===== config.mk =====
export PLATFORM = sky130hd
export DESIGN_NAME = motor_pwm_output_stage
export DESIGN_NICKNAME = d
export VERILOG_FILES = /design/src/logic/pwm_out_pkg.sv /design/src/logic/motor_pwm_output_stage.sv
export SDC_FILE = /design/constraint.sdc
export NUM_CORES = 1
export LEC_CHECK = 0
export BUFFER_PORTS_ARGS = -buffer_cell sky130_fd_sc_hd__buf_2
export CORE_MARGIN = 4
export CORE_UTILIZATION = 60
export CTS_CLUSTER_SIZE = 25
export DETAILED_ROUTE_END_ITERATION = 7
export PLACE_DENSITY_LB_ADDON = 0.2
export SYNTH_ARGS = -nofsm -noshare
export SYNTH_HDL_FRONTEND = slang
export SYNTH_SLANG_ARGS = --single-unit

===== constraint.sdc =====
create_clock -name pclk -period 3.9 [get_ports pclk]
set_clock_uncertainty 0.05 [all_clocks]
set_input_delay 0.195 -clock pclk [delete_from_list [all_inputs] [get_ports pclk]]
set_output_delay 0.195 -clock pclk [all_outputs]
set_load 0.1 [all_outputs]

===== src/logic/pwm_out_pkg.sv =====
// Purpose: Shared constants and carriers for the motor PWM output stage.
// Assumes: APB slave with 32-bit data, one aligned word per register.
// Notes: Register fields are at most 16 bits wide, in the low half of each word.
package pwm_out_pkg;
	// ==========================================================
	// Register byte offsets
	localparam logic [7:0] DT_SEL_OFF = 8'h00;
	localparam logic [7:0] FAULT_CTL_OFF = 8'h04;
	localparam logic [7:0] OVD_CTL_OFF = 8'h08;
	localparam logic [7:0] DUTY1_OFF = 8'h0C;
	localparam logic [7:0] DUTY2_OFF = 8'h10;
	localparam logic [7:0] DUTY3_OFF = 8'h14;
	localparam logic [7:0] DT_CFG_OFF = 8'h18;
	localparam logic [7:0] PWM_CTL_OFF = 8'h1C;
	localparam logic [7:0] INT_STAT_OFF = 8'h20;
	localparam logic [7:0] INT_MASK_OFF = 8'h24;

	// ==========================================================
	// Field positions and reset values
	localparam int PIN_FIELD_LSB = 8;
	localparam int FAULT_MODE_BIT = 7;
	localparam logic [5:0] GEN_CTRL_RST = 6'h3F;
	localparam logic [15:0] DUTY_RST = 16'h0000;
	localparam int INT_FAULT_BIT = 0;
	localparam int INT_PERIOD_BIT = 1;
	localparam int INT_BITS = 2;

	// ==========================================================
	// Dead-time prescale codes (unit clock = pclk divided by 1, 2, 4, 8)
	localparam logic [1:0] DT_PS_DIV1 = 2'h0;
	localparam logic [1:0] DT_PS_DIV2 = 2'h1;
	localparam logic [1:0] DT_PS_DIV4 = 2'h2;

	typedef struct packed {
		logic [1:0] b_ps;
		logic [5:0] b_cnt;
		logic [1:0] a_ps;
		logic [5:0] a_cnt;
	} dt_cfg_s;

	typedef struct packed {
		logic [5:0] ovr_val;
		logic cycle_mode;
		logic [2:0] pair_en;
	} fault_ctl_s;

	typedef struct packed {
		logic [2:0] indep_mode;
		logic immediate_duty_update;
		logic override_sync_select;
	} pwm_ctl_s;

	typedef enum logic [1:0] {
		DT_IDLE = 2'b01,
		DT_WAIT = 2'b10
	} dt_state_e;
endpackage : pwm_out_pkg


===== src/logic/motor_pwm_output_stage.sv =====
// Purpose: Output stage of a motor PWM unit: duty compare, dead time, fault and manual override.
// Assumes: Time base count and period-start pulse come from a neighbouring time base, synchronous to pclk.
// Notes: NUM_PAIRS = 1 builds the single-pair second instance.
`timescale 1ns/10ps

// ==========================================================
// Notes on behaviour
// - Per pair, active-edge select picks dead unit B (1) or A (0) for high going active.
// - Per pair, inactive-edge select picks unit B (1) or A (0) for low going active.
// - On a fault, controlled pins take their override value, 1 active, bits 13..8.
// - Fault mode bit 7: 1 cycle by cycle, 0 latched override.
// - Per-pin generator-control bit: 1 generator drives, 0 manual bit; resets to 1.
// - Three 16-bit read/write duty registers, reset to zero.
// - Second instance implements only one pair; other pair controls absent.
// - Unimplemented bits ignore writes and read zero, except the independent-mode bits and the duty registers of absent pairs.
// - Two dead units delay by a 6-bit count of pclk divided by 1, 2, 4 or 8.
// - Immediate update applies duty writes at once, else at period start.
// - In complementary mode low is the complement of high, apart from dead time.
// - Override sync set applies manual override at period start, else next cycle.
module motor_pwm_output_stage
	import pwm_out_pkg::*;
#(
	parameter int NUM_PAIRS = 3
) (
	input wire logic pclk,
	input wire logic presetn,
	input wire logic psel,
	input wire logic penable,
	input wire logic pwrite,
	input wire logic [7:0] paddr,
	input wire logic [31:0] pwdata,
	input wire logic [3:0] pstrb,
	output logic [31:0] prdata,
	output logic pready,
	output logic pslverr,
	input wire logic [15:0] tb_count,
	input wire logic tb_period_start,
	input wire logic fault_in,
	output logic [2:0] high_side_output,
	output logic [2:0] low_side_output,
	output logic irq
);
	// ==========================================================
	// Implemented-bit masks
	localparam logic [5:0] PIN_MASK = 6'(( 1 << (2 * NUM_PAIRS)) - 1);
	localparam logic [2:0] PAIR_MASK = 3'((1 << NUM_PAIRS) - 1);

	logic [5:0] dt_sel_q;
	fault_ctl_s fault_ctl_q;
	logic [5:0] gen_ctrl_q;
	logic [5:0] manual_q;
	logic [5:0] gen_ctrl_act_q;
	logic [5:0] manual_act_q;
	logic [2:0][15:0] duty_buf_q;
	logic [2:0][15:0] duty_act_q;
	dt_cfg_s dt_cfg_q;
	pwm_ctl_s pwm_ctl_q;
	logic [INT_BITS-1:0] int_stat_q;
	logic [INT_BITS-1:0] int_mask_q;
	logic fault_prev_q;
	logic fault_latch_q;
	logic fault_cbc_q;
	logic [2:0] prescale_q;
	logic [31:0] rdata_d;
	logic addr_ok_d;
	logic wr_en;
	logic [15:0] wr16;
	logic fault_event;
	logic fault_active;
	logic tick_a;
	logic tick_b;

	// ==========================================================
	// APB slave: no wait state, read data captured in the setup cycle
	assign wr_en = psel & penable & pready & pwrite;

	function automatic logic [15:0] merge16(input logic [15:0] old_v, input logic [31:0] new_v,
		input logic [3:0] strb);
		merge16 = old_v;
		if (strb[0]) begin
			merge16[7:0] = new_v[7:0];
		end
		if (strb[1]) begin
			merge16[15:8] = new_v[15:8];
		end
	endfunction : merge16

	always_comb begin
		rdata_d = '0;
		addr_ok_d = 1'b1;
		case (paddr)
			DT_SEL_OFF: rdata_d[5:0] = dt_sel_q;
			FAULT_CTL_OFF: begin
				rdata_d[PIN_FIELD_LSB +: 6] = fault_ctl_q.ovr_val;
				rdata_d[FAULT_MODE_BIT] = fault_ctl_q.cycle_mode;
				rdata_d[2:0] = fault_ctl_q.pair_en;
			end
			OVD_CTL_OFF: begin
				rdata_d[PIN_FIELD_LSB +: 6] = gen_ctrl_q;
				rdata_d[5:0] = manual_q;
			end
			DUTY1_OFF: rdata_d[15:0] = duty_buf_q[0];
			DUTY2_OFF: rdata_d[15:0] = duty_buf_q[1];
			DUTY3_OFF: rdata_d[15:0] = duty_buf_q[2];
			DT_CFG_OFF: rdata_d[15:0] = dt_cfg_q;
			PWM_CTL_OFF: rdata_d[4:0] = pwm_ctl_q;
			INT_STAT_OFF: rdata_d[INT_BITS-1:0] = int_stat_q;
			INT_MASK_OFF: rdata_d[INT_BITS-1:0] = int_mask_q;
			default: addr_ok_d = 1'b0;
		endcase
	end

	// Strobed bytes merge into the current value; reserved bits enter as zero and are masked below
	assign wr16 = merge16(rdata_d[15:0], pwdata, pstrb);

	always_ff @(posedge pclk or negedge presetn) begin
		if (!presetn) begin
			pready <= 1'b0;
			prdata <= '0;
			pslverr <= 1'b0;
		end else begin
			pready <= psel & ~penable;
			if (psel & ~penable) begin
				prdata <= pwrite ? 32'h0000_0000 : rdata_d;
				pslverr <= ~addr_ok_d;
			end else begin
				pslverr <= 1'b0;
			end
		end
	end

	// ==========================================================
	// Control registers
	always_ff @(posedge pclk or negedge presetn) begin
		if (!presetn) begin
			dt_sel_q <= '0;
			fault_ctl_q <= '0;
			gen_ctrl_q <= GEN_CTRL_RST & PIN_MASK;
			manual_q <= '0;
			duty_buf_q <= {3{DUTY_RST}};
			dt_cfg_q <= '0;
			pwm_ctl_q <= '0;
			int_mask_q <= '0;
		end else if (wr_en) begin
			case (paddr)
				DT_SEL_OFF: begin
					dt_sel_q <= wr16[5:0] & PIN_MASK;
				end
				FAULT_CTL_OFF: begin
					fault_ctl_q.ovr_val <= wr16[PIN_FIELD_LSB +: 6] & PIN_MASK;
					fault_ctl_q.cycle_mode <= wr16[FAULT_MODE_BIT];
					fault_ctl_q.pair_en <= wr16[2:0] & PAIR_MASK;
				end
				OVD_CTL_OFF: begin
					gen_ctrl_q <= wr16[PIN_FIELD_LSB +: 6] & PIN_MASK;
					manual_q <= wr16[5:0] & PIN_MASK;
				end
				DUTY1_OFF: duty_buf_q[0] <= wr16;
				DUTY2_OFF: duty_buf_q[1] <= wr16;
				DUTY3_OFF: duty_buf_q[2] <= wr16;
				DT_CFG_OFF: dt_cfg_q <= wr16;
				PWM_CTL_OFF: begin
					pwm_ctl_q <= wr16[4:0];
				end
				INT_MASK_OFF: int_mask_q <= pwdata[INT_BITS-1:0];
				default: ;
			endcase
		end
	end

	// ==========================================================
	// Active copies of duty and manual override
	always_ff @(posedge pclk or negedge presetn) begin
		if (!presetn) begin
			duty_act_q <= {3{DUTY_RST}};
		end else if (pwm_ctl_q.immediate_duty_update | tb_period_start) begin
			duty_act_q <= duty_buf_q;
		end
	end

	always_ff @(posedge pclk or negedge presetn) begin
		if (!presetn) begin
			gen_ctrl_act_q <= GEN_CTRL_RST;
			manual_act_q <= '0;
		end else if (~pwm_ctl_q.override_sync_select | tb_period_start) begin
			// Synchronised mode avoids a shortened pulse when software flips a pin mid-period
			gen_ctrl_act_q <= gen_ctrl_q;
			manual_act_q <= manual_q;
		end
	end

	// ==========================================================
	// Fault handling
	assign fault_event = fault_in & ~fault_prev_q;
	assign fault_active = fault_ctl_q.cycle_mode ? fault_cbc_q : fault_latch_q;

	always_ff @(posedge pclk or negedge presetn) begin
		if (!presetn) begin
			fault_prev_q <= 1'b0;
			fault_latch_q <= 1'b0;
			fault_cbc_q <= 1'b0;
		end else begin
			fault_prev_q <= fault_in;
			// Latched fault holds until software clears the status bit with the input gone
			if (fault_in & ~fault_ctl_q.cycle_mode) begin
				fault_latch_q <= 1'b1;
			end else if (wr_en && paddr == INT_STAT_OFF && pwdata[INT_FAULT_BIT]) begin
				fault_latch_q <= 1'b0;
			end
			if (fault_in) begin
				fault_cbc_q <= 1'b1;
			end else if (tb_period_start) begin
				fault_cbc_q <= 1'b0;
			end
		end
	end

	// ==========================================================
	// Interrupt status, write one to clear, a new event wins
	always_ff @(posedge pclk or negedge presetn) begin
		if (!presetn) begin
			int_stat_q <= '0;
			irq <= 1'b0;
		end else begin
			for (int i = 0; i < INT_BITS; i++) begin
				if ((i == INT_FAULT_BIT && fault_event) || (i == INT_PERIOD_BIT && tb_period_start)) begin
					int_stat_q[i] <= 1'b1;
				end else if (wr_en && paddr == INT_STAT_OFF && pwdata[i]) begin
					int_stat_q[i] <= 1'b0;
				end
			end
			irq <= |(int_stat_q & int_mask_q);
		end
	end

	// ==========================================================
	// Dead-time unit clocks
	always_ff @(posedge pclk or negedge presetn) begin
		if (!presetn) begin
			prescale_q <= '0;
		end else begin
			prescale_q <= prescale_q + 3'h1;
		end
	end

	function automatic logic unit_tick(input logic [1:0] ps, input logic [2:0] cnt);
		case (ps)
			DT_PS_DIV1: unit_tick = 1'b1;
			DT_PS_DIV2: unit_tick = (cnt[0] == 1'b0);
			DT_PS_DIV4: unit_tick = (cnt[1:0] == 2'h0);
			default: unit_tick = (cnt == 3'h0);
		endcase
	endfunction : unit_tick

	assign tick_a = unit_tick(dt_cfg_q.a_ps, prescale_q);
	assign tick_b = unit_tick(dt_cfg_q.b_ps, prescale_q);

	// ==========================================================
	// Per-pair generator, dead time and pin selection
	for (genvar p = 0; p < 3; p++) begin : g_pair
		if (p < NUM_PAIRS) begin : g_on
			dt_state_e state_q;
			logic raw_q;
			logic use_b_q;
			logic [5:0] dt_cnt_q;
			logic gen_h_q;
			logic gen_l_q;
			logic raw;
			logic dt_tick;
			logic pin_h;
			logic pin_l;

			assign raw = (tb_count < duty_act_q[p]);
			assign dt_tick = use_b_q ? tick_b : tick_a;

			always_ff @(posedge pclk or negedge presetn) begin
				if (!presetn) begin
					state_q <= DT_IDLE;
					raw_q <= 1'b0;
					use_b_q <= 1'b0;
					dt_cnt_q <= '0;
					gen_h_q <= 1'b0;
					gen_l_q <= 1'b0;
				end else begin
					raw_q <= raw;
					case (state_q)
						DT_IDLE: begin
							if (pwm_ctl_q.indep_mode[p]) begin
								gen_h_q <= raw;
								gen_l_q <= raw;
							end else if (raw != raw_q) begin
								// Both switches off first so the phase leg never shoots through
								gen_h_q <= 1'b0;
								gen_l_q <= 1'b0;
								use_b_q <= raw ? dt_sel_q[2*p+1] : dt_sel_q[2*p];
								dt_cnt_q <= raw ? (dt_sel_q[2*p+1] ? dt_cfg_q.b_cnt : dt_cfg_q.a_cnt)
									: (dt_sel_q[2*p] ? dt_cfg_q.b_cnt : dt_cfg_q.a_cnt);
								state_q <= DT_WAIT;
							end else begin
								gen_h_q <= raw;
								gen_l_q <= ~raw;
							end
						end
						DT_WAIT: begin
							if (raw != raw_q) begin
								dt_cnt_q <= raw ? (dt_sel_q[2*p+1] ? dt_cfg_q.b_cnt : dt_cfg_q.a_cnt)
									: (dt_sel_q[2*p] ? dt_cfg_q.b_cnt : dt_cfg_q.a_cnt);
								use_b_q <= raw ? dt_sel_q[2*p+1] : dt_sel_q[2*p];
							end else if (dt_cnt_q == 6'h00) begin
								gen_h_q <= raw;
								gen_l_q <= ~raw;
								state_q <= DT_IDLE;
							end else if (dt_tick) begin
								dt_cnt_q <= dt_cnt_q - 6'h01;
							end
						end
						default: state_q <= DT_IDLE;
					endcase
				end
			end

			always_comb begin
				if (fault_active && fault_ctl_q.pair_en[p]) begin
					pin_h = fault_ctl_q.ovr_val[2*p+1];
					pin_l = fault_ctl_q.ovr_val[2*p];
				end else begin
					pin_h = gen_ctrl_act_q[2*p+1] ? gen_h_q : manual_act_q[2*p+1];
					pin_l = gen_ctrl_act_q[2*p] ? gen_l_q : manual_act_q[2*p];
				end
			end

			always_ff @(posedge pclk or negedge presetn) begin
				if (!presetn) begin
					high_side_output[p] <= 1'b0;
					low_side_output[p] <= 1'b0;
				end else begin
					high_side_output[p] <= pin_h;
					low_side_output[p] <= pin_l;
				end
			end
		end else begin : g_off
			always_ff @(posedge pclk or negedge presetn) begin
				if (!presetn) begin
					high_side_output[p] <= 1'b0;
					low_side_output[p] <= 1'b0;
				end else begin
					high_side_output[p] <= 1'b0;
					low_side_output[p] <= 1'b0;
				end
			end
		end
	end
endmodule : motor_pwm_output_stage


# Word level (Yosys, flattened, before mapping)
# Cells that the tools add are included.
# Widths: inputs -> output; s select.
[totals] regBits=244 inputBits=67 output_inout_bits=41 wordCells=287
[op_classes] add_sub_neg=4 n_lt_le_gt_ge=3 eq_ne=40 mux=122 bitwise=18 reduce_logical=44
[op_table] cell="$mux 6" count=24
[op_table] cell="$mux 1" count=58
[op_table] cell="$lt 16x16->1" count=3
[op_table] cell="$pmux 6 s2" count=3
[op_table] cell="$pmux 6 s6" count=1
[op_table] cell="$eq 8x5->1 const B" count=4
[op_table] cell="$mux 2" count=12
[op_table] cell="$ne 2x2->1 const B" count=12
[op_table] cell="$reduce_and 2->1" count=12
[op_table] cell="$pmux 2 s10" count=1
[op_table] cell="$logic_not 6->1" count=3
[op_table] cell="$ne 3x3->1 const B" count=6
[op_table] cell="$pmux 1 s2" count=9
[op_table] cell="$sub 6x1->6 const B" count=3
[op_table] cell="$eq 8x4->1 const B" count=2
[op_table] cell="$eq 8x6->1 const B" count=2
[op_table] cell="$mux 16" count=1
[op_table] cell="$mux 8" count=2
[op_table] cell="$reduce_and 5->1" count=3
[op_table] cell="$pmux 2 s7" count=1
[op_table] cell="$reduce_bool 2->1" count=7
[op_table] cell="$pmux 2 s2" count=3
[op_table] cell="$reduce_and 4->1" count=3
[op_table] cell="$eq 2x1->1 const B" count=5
[op_table] cell="21 further kinds" count=51

# Longest topological paths before layout
# Gate-level depths: netlist of the first run.
[depth] ltp_word=7 depth_mapped=14 ltp_nobuf=12

# Worst setup path after synthesis of the first run
# OpenSTA, ideal clock, no wires.
[synth_timing] kind="reg2reg" startpoint="register duty_act_q[47] (netlist bit)" endpoint="register g_pair[2].g_on.dt_cnt_q[2]" setup_ps=116 arrival_ps=3055 required_time_ps=3734 setup_slack_ps=680 stages_incl_launch_ff=14 n_path_buf=1 period_less_slack_ps=3220 path_cell_list="dfrtp_1 inv_1 ha_1 nand4_1 or3_1 o32a_1 nand3_1 buf_2 ha_1 o31a_1 o31ai_1 and2_4 or2_2 o311ai_0"
[synth_between] elab_chain_len=5 elab_cells_between_ends=11 classes_between="1 x order compare; 4 x eq/ne; 5 x mux; 1 x reduce/logical"
[synth_lines] item="start, declared" line="motor_pwm_output_stage.sv:55" rtl="logic [2:0][15:0] duty_act_q;"
[synth_lines] item="start signal, assigned" line="motor_pwm_output_stage.sv:175" rtl="duty_act_q <= {3{DUTY_RST}};"
[synth_lines] item="start signal, assigned" line="motor_pwm_output_stage.sv:177" rtl="duty_act_q <= duty_buf_q;"
[synth_lines] item="$lt 16x16->1 *" line="motor_pwm_output_stage.sv:273" rtl="assign raw = (tb_count < duty_act_q[p]);"
[synth_lines] item="$mux 6" line="motor_pwm_output_stage.sv:296, motor_pwm_output_stage.sv:306"
[synth_lines] item="$mux 6" line="motor_pwm_output_stage.sv:291" rtl="end else if (raw != raw_q) begin"
[synth_lines] item="$mux 6" line="motor_pwm_output_stage.sv:288" rtl="if (pwm_ctl_q.indep_mode[p]) begin"
[synth_lines] item="$pmux 6 s2" line="motor_pwm_output_stage.sv:286" rtl="case (state_q)"
[synth_lines] item="end signal, assigned" line="motor_pwm_output_stage.sv:296" rtl="dt_cnt_q <= raw ? (dt_sel_q[2*p+1] ? dt_cfg_q.b_cnt : dt_cfg_q.a_cnt)"
[synth_lines] item="end signal, assigned" line="motor_pwm_output_stage.sv:306" rtl="dt_cnt_q <= raw ? (dt_sel_q[2*p+1] ? dt_cfg_q.b_cnt : dt_cfg_q.a_cnt)"
[synth_lines] item="end signal, assigned" line="motor_pwm_output_stage.sv:314" rtl="dt_cnt_q <= dt_cnt_q - 6'h01;"
[synth_lines] item="end, declared" line="motor_pwm_output_stage.sv:265" rtl="logic [5:0] dt_cnt_q;"
# Every way passes the cells marked *; elsewhere a longest branch is shown, timed or not. The select of a mux whose other input is x is not followed.
# A chain may end at the register's enable or synchronous reset.

# Worst setup path after layout of the first run
[layout_timing] startpoint="register duty_act_q[43] (netlist bit)" endpoint="register g_pair[2].g_on.dt_cnt_q[3]"
# Same word-level chain as after synthesis.

==> impl_metrics.env, run 1 <==
export IMPL_grt_overflow=0
export IMPL_place_port_buffers=73
export IMPL_synth_compound_gate_area_share_pct=13.1
export IMPL_slowest_cell_delay_on_critical_path_ps=390
export IMPL_cts_max_level=1
export IMPL_slew_limit_headroom_pct=20.0
export IMPL_layout_area_overhead_vs_synth_pct=11.8
export IMPL_setup_viol_count_final=0
export IMPL_floorplan_rows=52
export IMPL_power_density_mw_per_mm2=442
export IMPL_synth_top_cell_area_share_pct=43.2
export IMPL_timing_hold_worst_endpoint="duty_buf_q[31]"
export IMPL_hp_class="primary input to flip-flop"
export IMPL_maxSlewViolCount=0
export IMPL_drtIter0Drc=781
export IMPL_num_vias=9303
export IMPL_die_x_um=151
export IMPL_worstSetupEndpointType="flip-flop"
export IMPL_cells_along_the_critical_path="inv_1 -> ha_1 -> nand4_1 -> or3_1 -> o32a_1 -> nand3_2 -> ha_1 -> o31a_1 -> o31ai_2 -> and2_4 -> or2_2 -> o311ai_0"
export IMPL_crit_top_cell="ha_1"
export IMPL_worst_setup_path_type="flip-flop to flip-flop"
export IMPL_slowest_cell_on_the_critical_path="or3_1"
export IMPL_period_needed_ps=3510
export IMPL_ys_seq_elements=228
export IMPL_seqCellArea_sq_mm=0.00572
export IMPL_critical_path_cell_count=12
export IMPL_timing_reg2reg_worst_path_depth=12
export IMPL_clockBufferDepth=3
export IMPL_tritoncts="done"
export IMPL_rsz_0062_raised_after_global_routing="no"
export IMPL_clock_tree_root_cell="clkbuf_16"
export IMPL_fp_dieArea_sq_mm=0.0229
export IMPL_synthXorXnorAreaFrac_pct=0.0710
export IMPL_synth_cell_area_sq_mm=0.0123
export IMPL_first_global_vias=9142
export IMPL_place_gp_congestion=0.956
export IMPL_critPathBufInv=1
export IMPL_detail_route_first_pass_iterations=5
export IMPL_die_h_um=151
export IMPL_worst_path_max_fanout=7
export IMPL_wl_um=32300
export IMPL_number_of_distinct_library_cells_after_synthesis=68
export IMPL_grt_antenna_before_repair=2
export IMPL_fraction_of_the_core_area_covered_by_cells_at_the_end_of_the_flow_pct=68.2
export IMPL_cellLeakagePower_nw=6.34
export IMPL_status="completed"
export IMPL_yosys_most_used_dff="dfrtp_1"
export IMPL_yosysWarnings=0
export IMPL_critPathLaunchType="flip-flop"
export IMPL_timing_fmax_ghz=0.285
export IMPL_synth_edf_count=0
export IMPL_fin_crit_sh_pct=89.9
export IMPL_place_ws_ps=174
export IMPL_tritoncts_num_buffers=25
export IMPL_largest_family_of_logic_cells_by_synthesized_area="multiplexers"
export IMPL_cp_arrival_ps=3840
export IMPL_dr_wl_cell_um=21.3
export IMPL_slew_at_the_pin_with_the_worst_max_slew_slack_ps=1200
export IMPL_ant_nets=0
export IMPL_syn_avg_cell_area_sq_um=10.7
export IMPL_io_pin_count=108
export IMPL_worst_r2r_setup_slack_ps=390
export IMPL_synth_sequential_area_ratio_pct=46.4
export IMPL_drive_gt1_share_pct=25.2
export IMPL_ir_drop_mv=0.404
export IMPL_worst_path_dominant_cell_family="simple AND/OR/NAND/NOR gates"
export IMPL_grt_start_max_net_pins=115
export IMPL_worst_endpoint_required_ps=4230
export IMPL_hold_depth=3
export IMPL_rr_endpoint="g_pair[2].g_on.dt_cnt_q[3]"
export IMPL_mux_contribution_to_synthesized_area_pct=18.3
export IMPL_via_per_inst=6.14
export IMPL_post_synth_and_or_nand_nor_area_fraction_pct=10.9
export IMPL_post_dp_hpwl_um=23300
export IMPL_synth_area_leader_cell="dfrtp_1"
export IMPL_holdCritStartpoint="pwdata[15]"
export IMPL_synth_adder_area_share_pct=5.78
export IMPL_global_route_usage_total_pct=28.7
export IMPL_first_pass_grt_wire_length_um=50800
export IMPL_drc_errors=0
export IMPL_clkSlewWorstSetupHoldPaths_ps=60
export IMPL_multi_input_area_sq_mm=0.00600
export IMPL_cap_viol_max_count=0
export IMPL_core_sq_mm=0.0202
export IMPL_synth_top_cells_by_area="dfrtp_1, mux2_2, ha_1"
export IMPL_layout_filler_cells=1551
export IMPL_async_reset_ff_share_pct=100
export IMPL_totalNegativeSetupSlack_ps=0
export IMPL_setup_slack_ps=393
export IMPL_p_total_w=0.00609
export IMPL_floorplan_initialDensity_pct=61.0
export IMPL_crit_reg2reg_launch="duty_act_q[43]"
export IMPL_synthesis_instances=1154
export IMPL_finalHoldViolations=0
export IMPL_clkLatencyLatePin_ps=530
export IMPL_fin_worst_hold_slack_ps=53.7
export IMPL_fin_nets=1350
export IMPL_clock_tree_sinks=228
layer usage:
| metal | share of wire (%) | GRT usage [%] |
|---|---|---|
| met4 | 2.8 | 7.66 |
| met2 | 46 | 44.7 |
| met3 | 8.3 | 5.69 |
| met1 | 43 | 41.2 |
| met5 | 0.17 | 2.27 |
cell usage after synthesis (4+ instances only):
cell type  number
a2111oi_0       5
a211oi_1       25
a21o_1          6
a21oi_1        72
a22o_1         14
a22oi_1        13
a31oi_1         5
and2_1          6
buf_1           7
buf_2          11
buf_4          20
buf_6           4
clkbuf_1       24
dfrtp_1       213
dfstp_2        15
ha_1           57
inv_1          82
mux2_2        140
mux2i_1        54
mux4_2          6
nand2_1        67
nand2b_1       11
nand3_1        12
nand4_1        11
nor2_1         82
nor2b_1        23
nor3_1         16
nor3b_1         4
o21a_1          9
o21ai_0        46
o22ai_1         9
o311ai_0        6
o31a_1          5
o31ai_1         7
o32ai_1         4
or3_1          11
or4_1           5
sequential cells by signal, summed over array words and instances, names as in the netlist, 2 cells and up:
| name | count |
|---|---|
| duty_buf_q | 48 |
| prdata | 16 |
| gen_ctrl_act_q | 6 |
| g_pair.g_on.gen_h_q | 3 |
| g_pair.g_on.gen_l_q | 3 |
| int_stat_q | 2 |
| g_pair.g_on.dt_cnt_q | 18 |
| low_side_output | 3 |
| prescale_q | 3 |
| high_side_output | 3 |
| fault_ctl_q | 10 |
| gen_ctrl_q | 6 |
| manual_q | 6 |
| dt_cfg_q | 16 |
| g_pair.g_on.state_q | 6 |
| g_pair.g_on.use_b_q | 3 |
| pwm_ctl_q | 5 |
| dt_sel_q | 6 |
| g_pair.g_on.raw_q | 3 |
| int_mask_q | 2 |
| duty_act_q | 48 |
| manual_act_q | 6 |
per-stage QoR:
stage	cells	cell area, sq um
2_1_floorplan	1169	12400
3_3_place_gp	1464	12900
3_5_place_dp	1464	12900
4_1_cts	1514	13800
5_1_grt	1515	13800
6_report	1515	13800
how the worst max path moves through the flow:
| stage | start | endpoint | slack (ps) |
|---|---|---|---|
| CTS | duty_act_q[43] | g_pair[2].g_on.dt_cnt_q[3] | 130 |
| finish | duty_act_q[43] | g_pair[2].g_on.dt_cnt_q[3] | 390 |
| global route | duty_act_q[47] | g_pair[2].g_on.dt_cnt_q[3] | 120 |
| floorplan | duty_act_q[47] | g_pair[2].g_on.dt_cnt_q[2] | 680 |
| global placement | duty_act_q[43] | g_pair[2].g_on.dt_cnt_q[2] | 300 |
| detailed placement | duty_act_q[43] | g_pair[2].g_on.dt_cnt_q[3] | 170 |
placed cells by master (no fill, tap or decap), types with 5 or more instances in the layout:
cell type        n
clkinv_2         6
o21a_1           9
mux2_2         140
clkbuf_16       25
or4_1            5
nor2_1          81
a211oi_1        25
a31oi_1          5
a2111oi_0        5
or3_1           11
inv_1           82
dlygate4sd3_1    5
and2_1           6
a22oi_1         13
nand3_1         11
nand2b_1        11
nand2_1         67
a22o_1          14
nor3_1          16
buf_2           72
o311ai_0         6
a21oi_1         72
mux2i_1         54
o22ai_1          9
mux4_2           6
conb_1          16
o31a_1           5
nand4_1         11
dfrtp_1        213
clkbuf_8         7
buf_4           17
nor2b_1         23
dfstp_2         15
o21ai_0         46
a21o_1           6
ha_1            57
o31ai_1          6
power breakdown:
part | switching [W] | internal, W
registers | 0.000126 | 0.00252
clock network | 0.000956 | 0.00144
logic | 0.000654 | 0.000397
total | 0.00174 | 0.00436
cell type report:
type | instances | share of cell area, %
multi-input cells | 791 | 43.5
flip-flops and latches | 228 | 41.5
clock buffers | 35 | 5.31
repair buffers | 96 | 4.15
well taps | 270 | 2.45
inverters | 84 | 2.29
clock inverters | 10 | 0.771
diodes | 1 | 0.0181
kinds of logic (layout without fill, tap and decap cells):
family / after synthesis / after routing
xor gates and xnor gates: 1 / 1
DFF: 228 / 228
AOI/OAI and AO/OA: 246 / 246
other: 1 / 17
adders and majority gates: 57 / 57
muxes: 200 / 200
and+or+nand+nor: 271 / 271
buffers and inverters: 150 / 225
tightest hold or removal path, delay by kind of cell:
kind / cells / cell delay (ps)
AOI/OAI and AO/OA: 2 / 280
buffers and inverters: 1 / 100
what timing repair did:
action	4_1_cts	5_1_grt
hold endpoints to repair	80	0
endpoints found under the setup margin	0	5
buffers inserted	0	0
hold buffers	5	0
resized for setup	0	2
Power figures use the tool's default switching activity.
==> run 2, diff against run 1 <==
--- a/config.mk
+++ b/config.mk
@@ -10,6 +10,7 @@
 export CORE_UTILIZATION = 60
 export CTS_CLUSTER_SIZE = 25
 export DETAILED_ROUTE_END_ITERATION = 7
+export MAX_ROUTING_LAYER = met4
 export PLACE_DENSITY_LB_ADDON = 0.2
 export SYNTH_ARGS = -nofsm -noshare
 export SYNTH_HDL_FRONTEND = slang
==> run 2 against run 1 <==
Combinational power about the same. Final cell count up 0.13%. Register-to-register slack worse by 80 ps. Critical path depth down 1. Wire length down 1.2%.
==> impl_metrics.env, run 2 (synthesis results as in run 1) <==
export IMPL_status="completed"
export IMPL_num_vias=9230
export IMPL_drc_errors=0
export IMPL_wl_um=31900
export IMPL_cts_max_level=1
export IMPL_maxSlewViolCount=0
export IMPL_power_density_mw_per_mm2=438
export IMPL_floorplan_initialDensity_pct=61.0
export IMPL_clkLatencyLatePin_ps=510
export IMPL_grt_overflow=0
export IMPL_crit_reg2reg_launch="duty_act_q[43]"
export IMPL_power_share_switching_pct=28.0
export IMPL_fin_crit_sh_pct=92.1
export IMPL_worst_path_max_fanout=7
export IMPL_grt_antenna_before_repair=1
export IMPL_cap_viol_max_count=0
export IMPL_hp_class="primary input to flip-flop"
export IMPL_critPathLaunchType="flip-flop"
export IMPL_ir_drop_mv=0.339
export IMPL_fp_dieArea_sq_mm=0.0229
export IMPL_slew_limit_headroom_pct=13.9
export IMPL_layoutNonFillerInstCount=1517
export IMPL_period_needed_ps=3590
export IMPL_dp_cells=1468
export IMPL_fin_nets=1353
export IMPL_dr_wl_cell_um=21.0
export IMPL_detail_route_first_pass_iterations=5
export IMPL_clock_tree_sinks=228
export IMPL_die_x_um=151
export IMPL_layout_filler_cells=1571
export IMPL_most_common_library_cell_in_the_layout_ignoring_fill_and_taps="dfrtp_1"
export IMPL_layout_area_overhead_vs_synth_pct=11.9
export IMPL_critical_path_source="duty_act_q[43]"
export IMPL_worst_setup_path_type="flip-flop to flip-flop"
export IMPL_worstSetupEndpointType="flip-flop"
export IMPL_rsz_0062_raised_after_global_routing="no"
export IMPL_totalNegativeSetupSlack_ps=0
export IMPL_power_combinational_fraction_pct=17.2
export IMPL_layout_common_cells="dfrtp_1, mux2_2, inv_1"
export IMPL_first_pass_grt_wire_length_um=50600
export IMPL_setup_viol_count_final=0
export IMPL_ant_nets=0
export IMPL_top_regs="duty_act_q x48, duty_buf_q x48, g_pair.g_on.dt_cnt_q x18"
export IMPL_grt_start_max_net_pins=127
export IMPL_slew_at_the_pin_with_the_worst_max_slew_slack_ps=1290
export IMPL_finalHoldViolations=0
export IMPL_global_route_usage_total_pct=29.4
export IMPL_drive_gt1_share_pct=25.1
export IMPL_timing_fmax_ghz=0.278
export IMPL_drtIter0Drc=837
export IMPL_core_sq_mm=0.0202
export IMPL_worst_endpoint_required_ps=4220
export IMPL_post_cts_resized_instances=0
export IMPL_die_h_um=151
export IMPL_post_dp_hpwl_um=23300
export IMPL_cp_arrival_ps=3910
export IMPL_via_per_inst=6.08
export IMPL_floorplan_rows=52
export IMPL_place_gp_congestion=0.984
export IMPL_clock_tree_root_cell="clkbuf_16"
export IMPL_tritoncts="done"
export IMPL_place_port_buffers=73
export IMPL_multi_input_area_sq_mm=0.00599
export IMPL_io_pin_count=108
export IMPL_cellLeakagePower_nw=6.35
export IMPL_cellInternalPower_w=0.00435
export IMPL_holdCritStartpoint="pwrite"
export IMPL_seqCellArea_sq_mm=0.00572
export IMPL_clock_power_share_pct=39.1
export IMPL_clockBufferDepth=3
export IMPL_first_global_vias=9060
export IMPL_power_sequential_fraction_pct=43.8
export IMPL_clkSlewWorstSetupHoldPaths_ps=60
export IMPL_power_switching_w=0.00169
export IMPL_tritoncts_num_buffers=24
-- run 2: cell types whose count changed in the layout (fill, tap and decap cells not counted) --
| cell | change |
|---|---|
| o31ai_1 | +1 |
| inv_6 | -1 |
| clkinv_2 | -1 |
| nand3_1 | +1 |
| o31ai_2 | -1 |
| nand3_2 | -1 |
| buf_4 | +4 |
-- run 2: per-layer routing --
metal / up-vias / GRT usage, % / share of wire, %
met5: - / - / 0
met4: 0 / 8.25 / 3.0
met3: 59 / 5.89 / 8.5
met2: 386 / 44.1 / 45
met1: 4518 / 41.2 / 44
li1: 4267 / - / -
-- run 2: path summary, 6_finish.rpt --
kind / to / slack (ps) / depth (start not counted)
worst max-delay path: g_pair[2].g_on.dt_cnt_q[2] / 310 / 11
worst min-delay path: prdata[7] / 70 / 3
worst max register to register: g_pair[2].g_on.dt_cnt_q[2] / 310 / 11
worst min register to register: prdata[2] / 430 / 2
max in group asynchronous: g_pair[1].g_on.state_q[0] / 2500 / 3
min in group asynchronous: g_pair[2].g_on.state_q[1] / 320 / 2
-- run 2: critical path, stage by stage, from the launching register on --
cell,delay (ps)
dfrtp_1,340
inv_1,40
ha_1,300
nand4_1,190
or3_1,380
o32a_1,310
nand3_1,250
ha_1,300
o31ai_1,690
and2_4,300
or2_2,160
o311ai_0,140
-- run 2: layout make-up --
| type | instances | share of cell area [%] |
|---|---|---|
| diodes | 1 | 0.0181 |
| inverters | 84 | 2.28 |
| repair buffers | 100 | 4.37 |
| clock inverters | 8 | 0.671 |
| multi-input cells | 791 | 43.4 |
| clock buffers | 35 | 5.31 |
| well taps | 270 | 2.45 |
| flip-flops and latches | 228 | 41.5 |
-- run 2: through the flow --
step / utilization [%] / cell area [sq um] / setup WS, ps / hold WS (ps) / total power (W)
global route: 68.2 / 13800 / 4.50 / 93.9 / 0.00631
finish: 68.2 / 13800 / 308 / 69.2 / 0.00605
detailed placement: 63.9 / 12900 / 317 / 312 / 0.00371
global placement: 63.9 / 12900 / 400 / 306 / 0.00369
floorplan: - / 12400 / 680 / -151 / 0.00342
CTS: 68.2 / 13800 / 306 / 63.4 / 0.00607
-- run 2: power groups by stage --
stage	Sequential (W)	Combinational (W)	Clock, W
2_1_floorplan	0.00266	0.000755	0
3_3_place_gp	0.00268	0.00101	0
3_5_place_dp	0.00268	0.00102	0
4_1_cts	0.00265	0.00103	0.00239
5_1_grt	0.00267	0.00116	0.00249
6_report	0.00265	0.00104	0.00236
-- run 2: timing repair --
| item | 4_1_cts | 5_1_grt |
|---|---|---|
| endpoints found under the hold margin | 120 | 0 |
| setup buffers | 0 | 0 |
| hold buffers | 5 | 0 |
==> run 3, diff against run 2 <==
--- a/config.mk
+++ b/config.mk
@@ -11,7 +11,7 @@
 export CTS_CLUSTER_SIZE = 25
 export DETAILED_ROUTE_END_ITERATION = 7
 export MAX_ROUTING_LAYER = met4
-export PLACE_DENSITY_LB_ADDON = 0.2
+export PLACE_DENSITY = 0.8
 export SYNTH_ARGS = -nofsm -noshare
 export SYNTH_HDL_FRONTEND = slang
 export SYNTH_SLANG_ARGS = --single-unit
==> run 3 against run 2 <==
Clock power is 5% higher. Non-clock buffer count shrank 3. Hold slack got worse by 21 ps. Global-route usage rose by 0.58 points. Sequential share of layout area down 0.056 points. Cell area up 0.14%. Sequential power is essentially flat. Wire length rose by 1.9%. Combinational power about the same. Utilization up 0.093 points. First-iteration DRC count down 10%. Critical path type unchanged. Largest cell class unchanged.
==> impl_metrics.env, run 3 (synthesis results as in run 1) <==
export IMPL_status="completed"
export IMPL_worst_setup_path_type="flip-flop to flip-flop"
export IMPL_grt_antenna_before_repair=2
export IMPL_drtIter0Drc=750
export IMPL_hp_class="primary input to flip-flop"
export IMPL_wl_um=32500
export IMPL_met3_length_um=2780
export IMPL_grt_start_max_net_pins=105
export IMPL_critPathBufInv=1
export IMPL_critical_path_cell_count=12
export IMPL_crit_reg2reg_launch="duty_act_q[43]"
export IMPL_critical_path_source="duty_act_q[43]"
export IMPL_endpoint="g_pair[2].g_on.dt_cnt_q[3]"
export IMPL_clock_tree_root_cell="clkbuf_16"
export IMPL_top_regs="duty_act_q x48, duty_buf_q x48, g_pair.g_on.dt_cnt_q x18"
export IMPL_rsz_0062_raised_after_global_routing="no"
export IMPL_clock_tree_sinks=228
export IMPL_num_vias=9411
export IMPL_floorplan_rows=52
export IMPL_post_dp_hpwl_um=23500
export IMPL_route_met2_wl_um=14900
export IMPL_worst_endpoint_required_ps=4250
export IMPL_clkSlewWorstSetupHoldPaths_ps=60
export IMPL_floorplan_initialDensity_pct=61.0
export IMPL_via_per_inst=6.20
export IMPL_die_h_um=151
export IMPL_setup_slack_ps=400
export IMPL_power_density_mw_per_mm2=448
export IMPL_first_global_vias=9485
export IMPL_place_gp_congestion=0.972
export IMPL_slew_limit_headroom_pct=16.8
export IMPL_worst_path_max_fanout=7
export IMPL_tritoncts="done"
export IMPL_detail_route_first_pass_iterations=6
export IMPL_post_cts_resized_instances=0
export IMPL_ant_nets=0
export IMPL_finalHoldViolations=0
export IMPL_place_ws_ps=451
export IMPL_die_x_um=151
export IMPL_cap_viol_max_count=0
export IMPL_layout_area_overhead_vs_synth_pct=12.0
export IMPL_period_needed_ps=3500
export IMPL_global_route_usage_total_pct=30.0
export IMPL_timing_fmax_ghz=0.286
export IMPL_place_port_buffers=73
export IMPL_totalNegativeSetupSlack_ps=0
export IMPL_io_pin_count=108
export IMPL_most_common_library_cell_in_the_layout_ignoring_fill_and_taps="dfrtp_1"
export IMPL_timing_reg2reg_worst_path_depth=12
export IMPL_cellLeakagePower_nw=6.34
export IMPL_cts_max_level=1
export IMPL_cp_arrival_ps=3850
export IMPL_layout_common_cells="dfrtp_1, mux2_2, inv_1"
export IMPL_postCtsSetupRepairBufs=0
export IMPL_setup_viol_count_final=0
export IMPL_clockBufferDepth=3
export IMPL_worst_path_dominant_cell_family="simple AND/OR/NAND/NOR gates"
export IMPL_cells_along_the_critical_path="inv_1 -> ha_1 -> nand4_1 -> or3_1 -> o32a_1 -> nand3_1 -> ha_1 -> o31a_1 -> o31ai_1 -> and2_4 -> or2_2 -> o311ai_0"
export IMPL_ir_drop_mv=0.350
export IMPL_first_pass_grt_wire_length_um=51400
export IMPL_slowest_cell_on_the_critical_path="or3_1"
export IMPL_highest_layer="met4"
export IMPL_worstSetupEndpointType="flip-flop"
export IMPL_fin_nets=1351
export IMPL_critPathLaunchType="flip-flop"
export IMPL_grt_overflow=0
export IMPL_dr_wl_cell_um=21.4
export IMPL_clkLatencyLatePin_ps=530
export IMPL_slowest_cell_delay_on_critical_path_ps=390
export IMPL_fin_crit_sh_pct=89.7
export IMPL_core_sq_mm=0.0202
export IMPL_maxSlewViolCount=0
export IMPL_fp_dieArea_sq_mm=0.0229
export IMPL_drc_errors=0
export IMPL_crit_top_cell="ha_1"
export IMPL_routedLengthMet1_um=13500
export IMPL_rr_endpoint="g_pair[2].g_on.dt_cnt_q[3]"
export IMPL_worst_r2r_setup_slack_ps=400
export IMPL_drive_gt1_share_pct=24.9
export IMPL_slew_at_the_pin_with_the_worst_max_slew_slack_ps=1250
export IMPL_tritoncts_num_buffers=25
run 3: cell types whose count changed in the layout (fill, tap and decap cells not counted), moves of 2 or more:
cell        change
clkbuf_1        +3
clkinv_2        -2
clkbuf_8        -4
clkinvlp_4      +2
buf_4           -3
bufinv_16       +2
run 3: power by group:
| part | switching [W] | leakage [nW] | total [W] | internal (W) |
|---|---|---|---|---|
| clock | 0.000969 | 0.414 | 0.00248 | 0.00151 |
| combinational | 0.000658 | 2.92 | 0.00106 | 0.000399 |
| sequential | 0.000132 | 3.00 | 0.00265 | 0.00252 |
run 3: through the flow:
step / std cells / hold slack, ps / util [%] / power (W) / cell area, sq um
4_1_cts: 1516 / 40.5 / 68.3 / 0.00620 / 13800
5_1_grt: 1518 / 56.4 / 68.3 / 0.00645 / 13800
3_3_place_gp: 1465 / 232 / 63.8 / 0.00370 / 12900
2_1_floorplan: 1169 / -151 / - / 0.00342 / 12400
3_5_place_dp: 1465 / 238 / 63.8 / 0.00373 / 12900
6_report: 1518 / 48.0 / 68.3 / 0.00619 / 13800
run 3: routing by layer:
metal	vias to the layer above	GRT usage, %
li1	4254	-
met4	0	11.4
met2	386	45.0
met3	89	6.70
met5	-	-
met1	4682	40.2
run 3: worst min-delay path by stage:
stage	startpoint	endpoint	slack, ps	cells past startpoint
6_report	pwrite	prdata[7]	50	3
5_1_grt	pwdata[15]	duty_buf_q[31]	60	3
4_1_cts	pwrite	prdata[7]	40	3
3_5_place_dp	presetn	g_pair[2].g_on.dt_cnt_q[0]	240	1
3_3_place_gp	presetn	g_pair[2].g_on.dt_cnt_q[0]	230	1
2_1_floorplan	presetn	dt_cfg_q[0]	-150	0
run 3: timing repair:
item                                   in CTS  in global routing
setup endpoints to repair                   0                  0
hold buffers                                5                  0
endpoints found under the hold margin     105                  0
run 3: final cells by class:
cell class / count / area [sq um]
Fill cell: 1492 / 6410
Multi-Input combinational cell: 791 / 5990
Sequential cell: 228 / 5720
Clock buffer: 34 / 689
Timing Repair Buffer: 97 / 581
Tap cell: 270 / 338
Inverter: 84 / 315
Clock inverter: 12 / 175
Antenna cell: 2 / 5.00
run 3: tightest hold or removal path: stages:
cell	delay, ps
buf_2	140
or2_2	170
o21ai_0	70
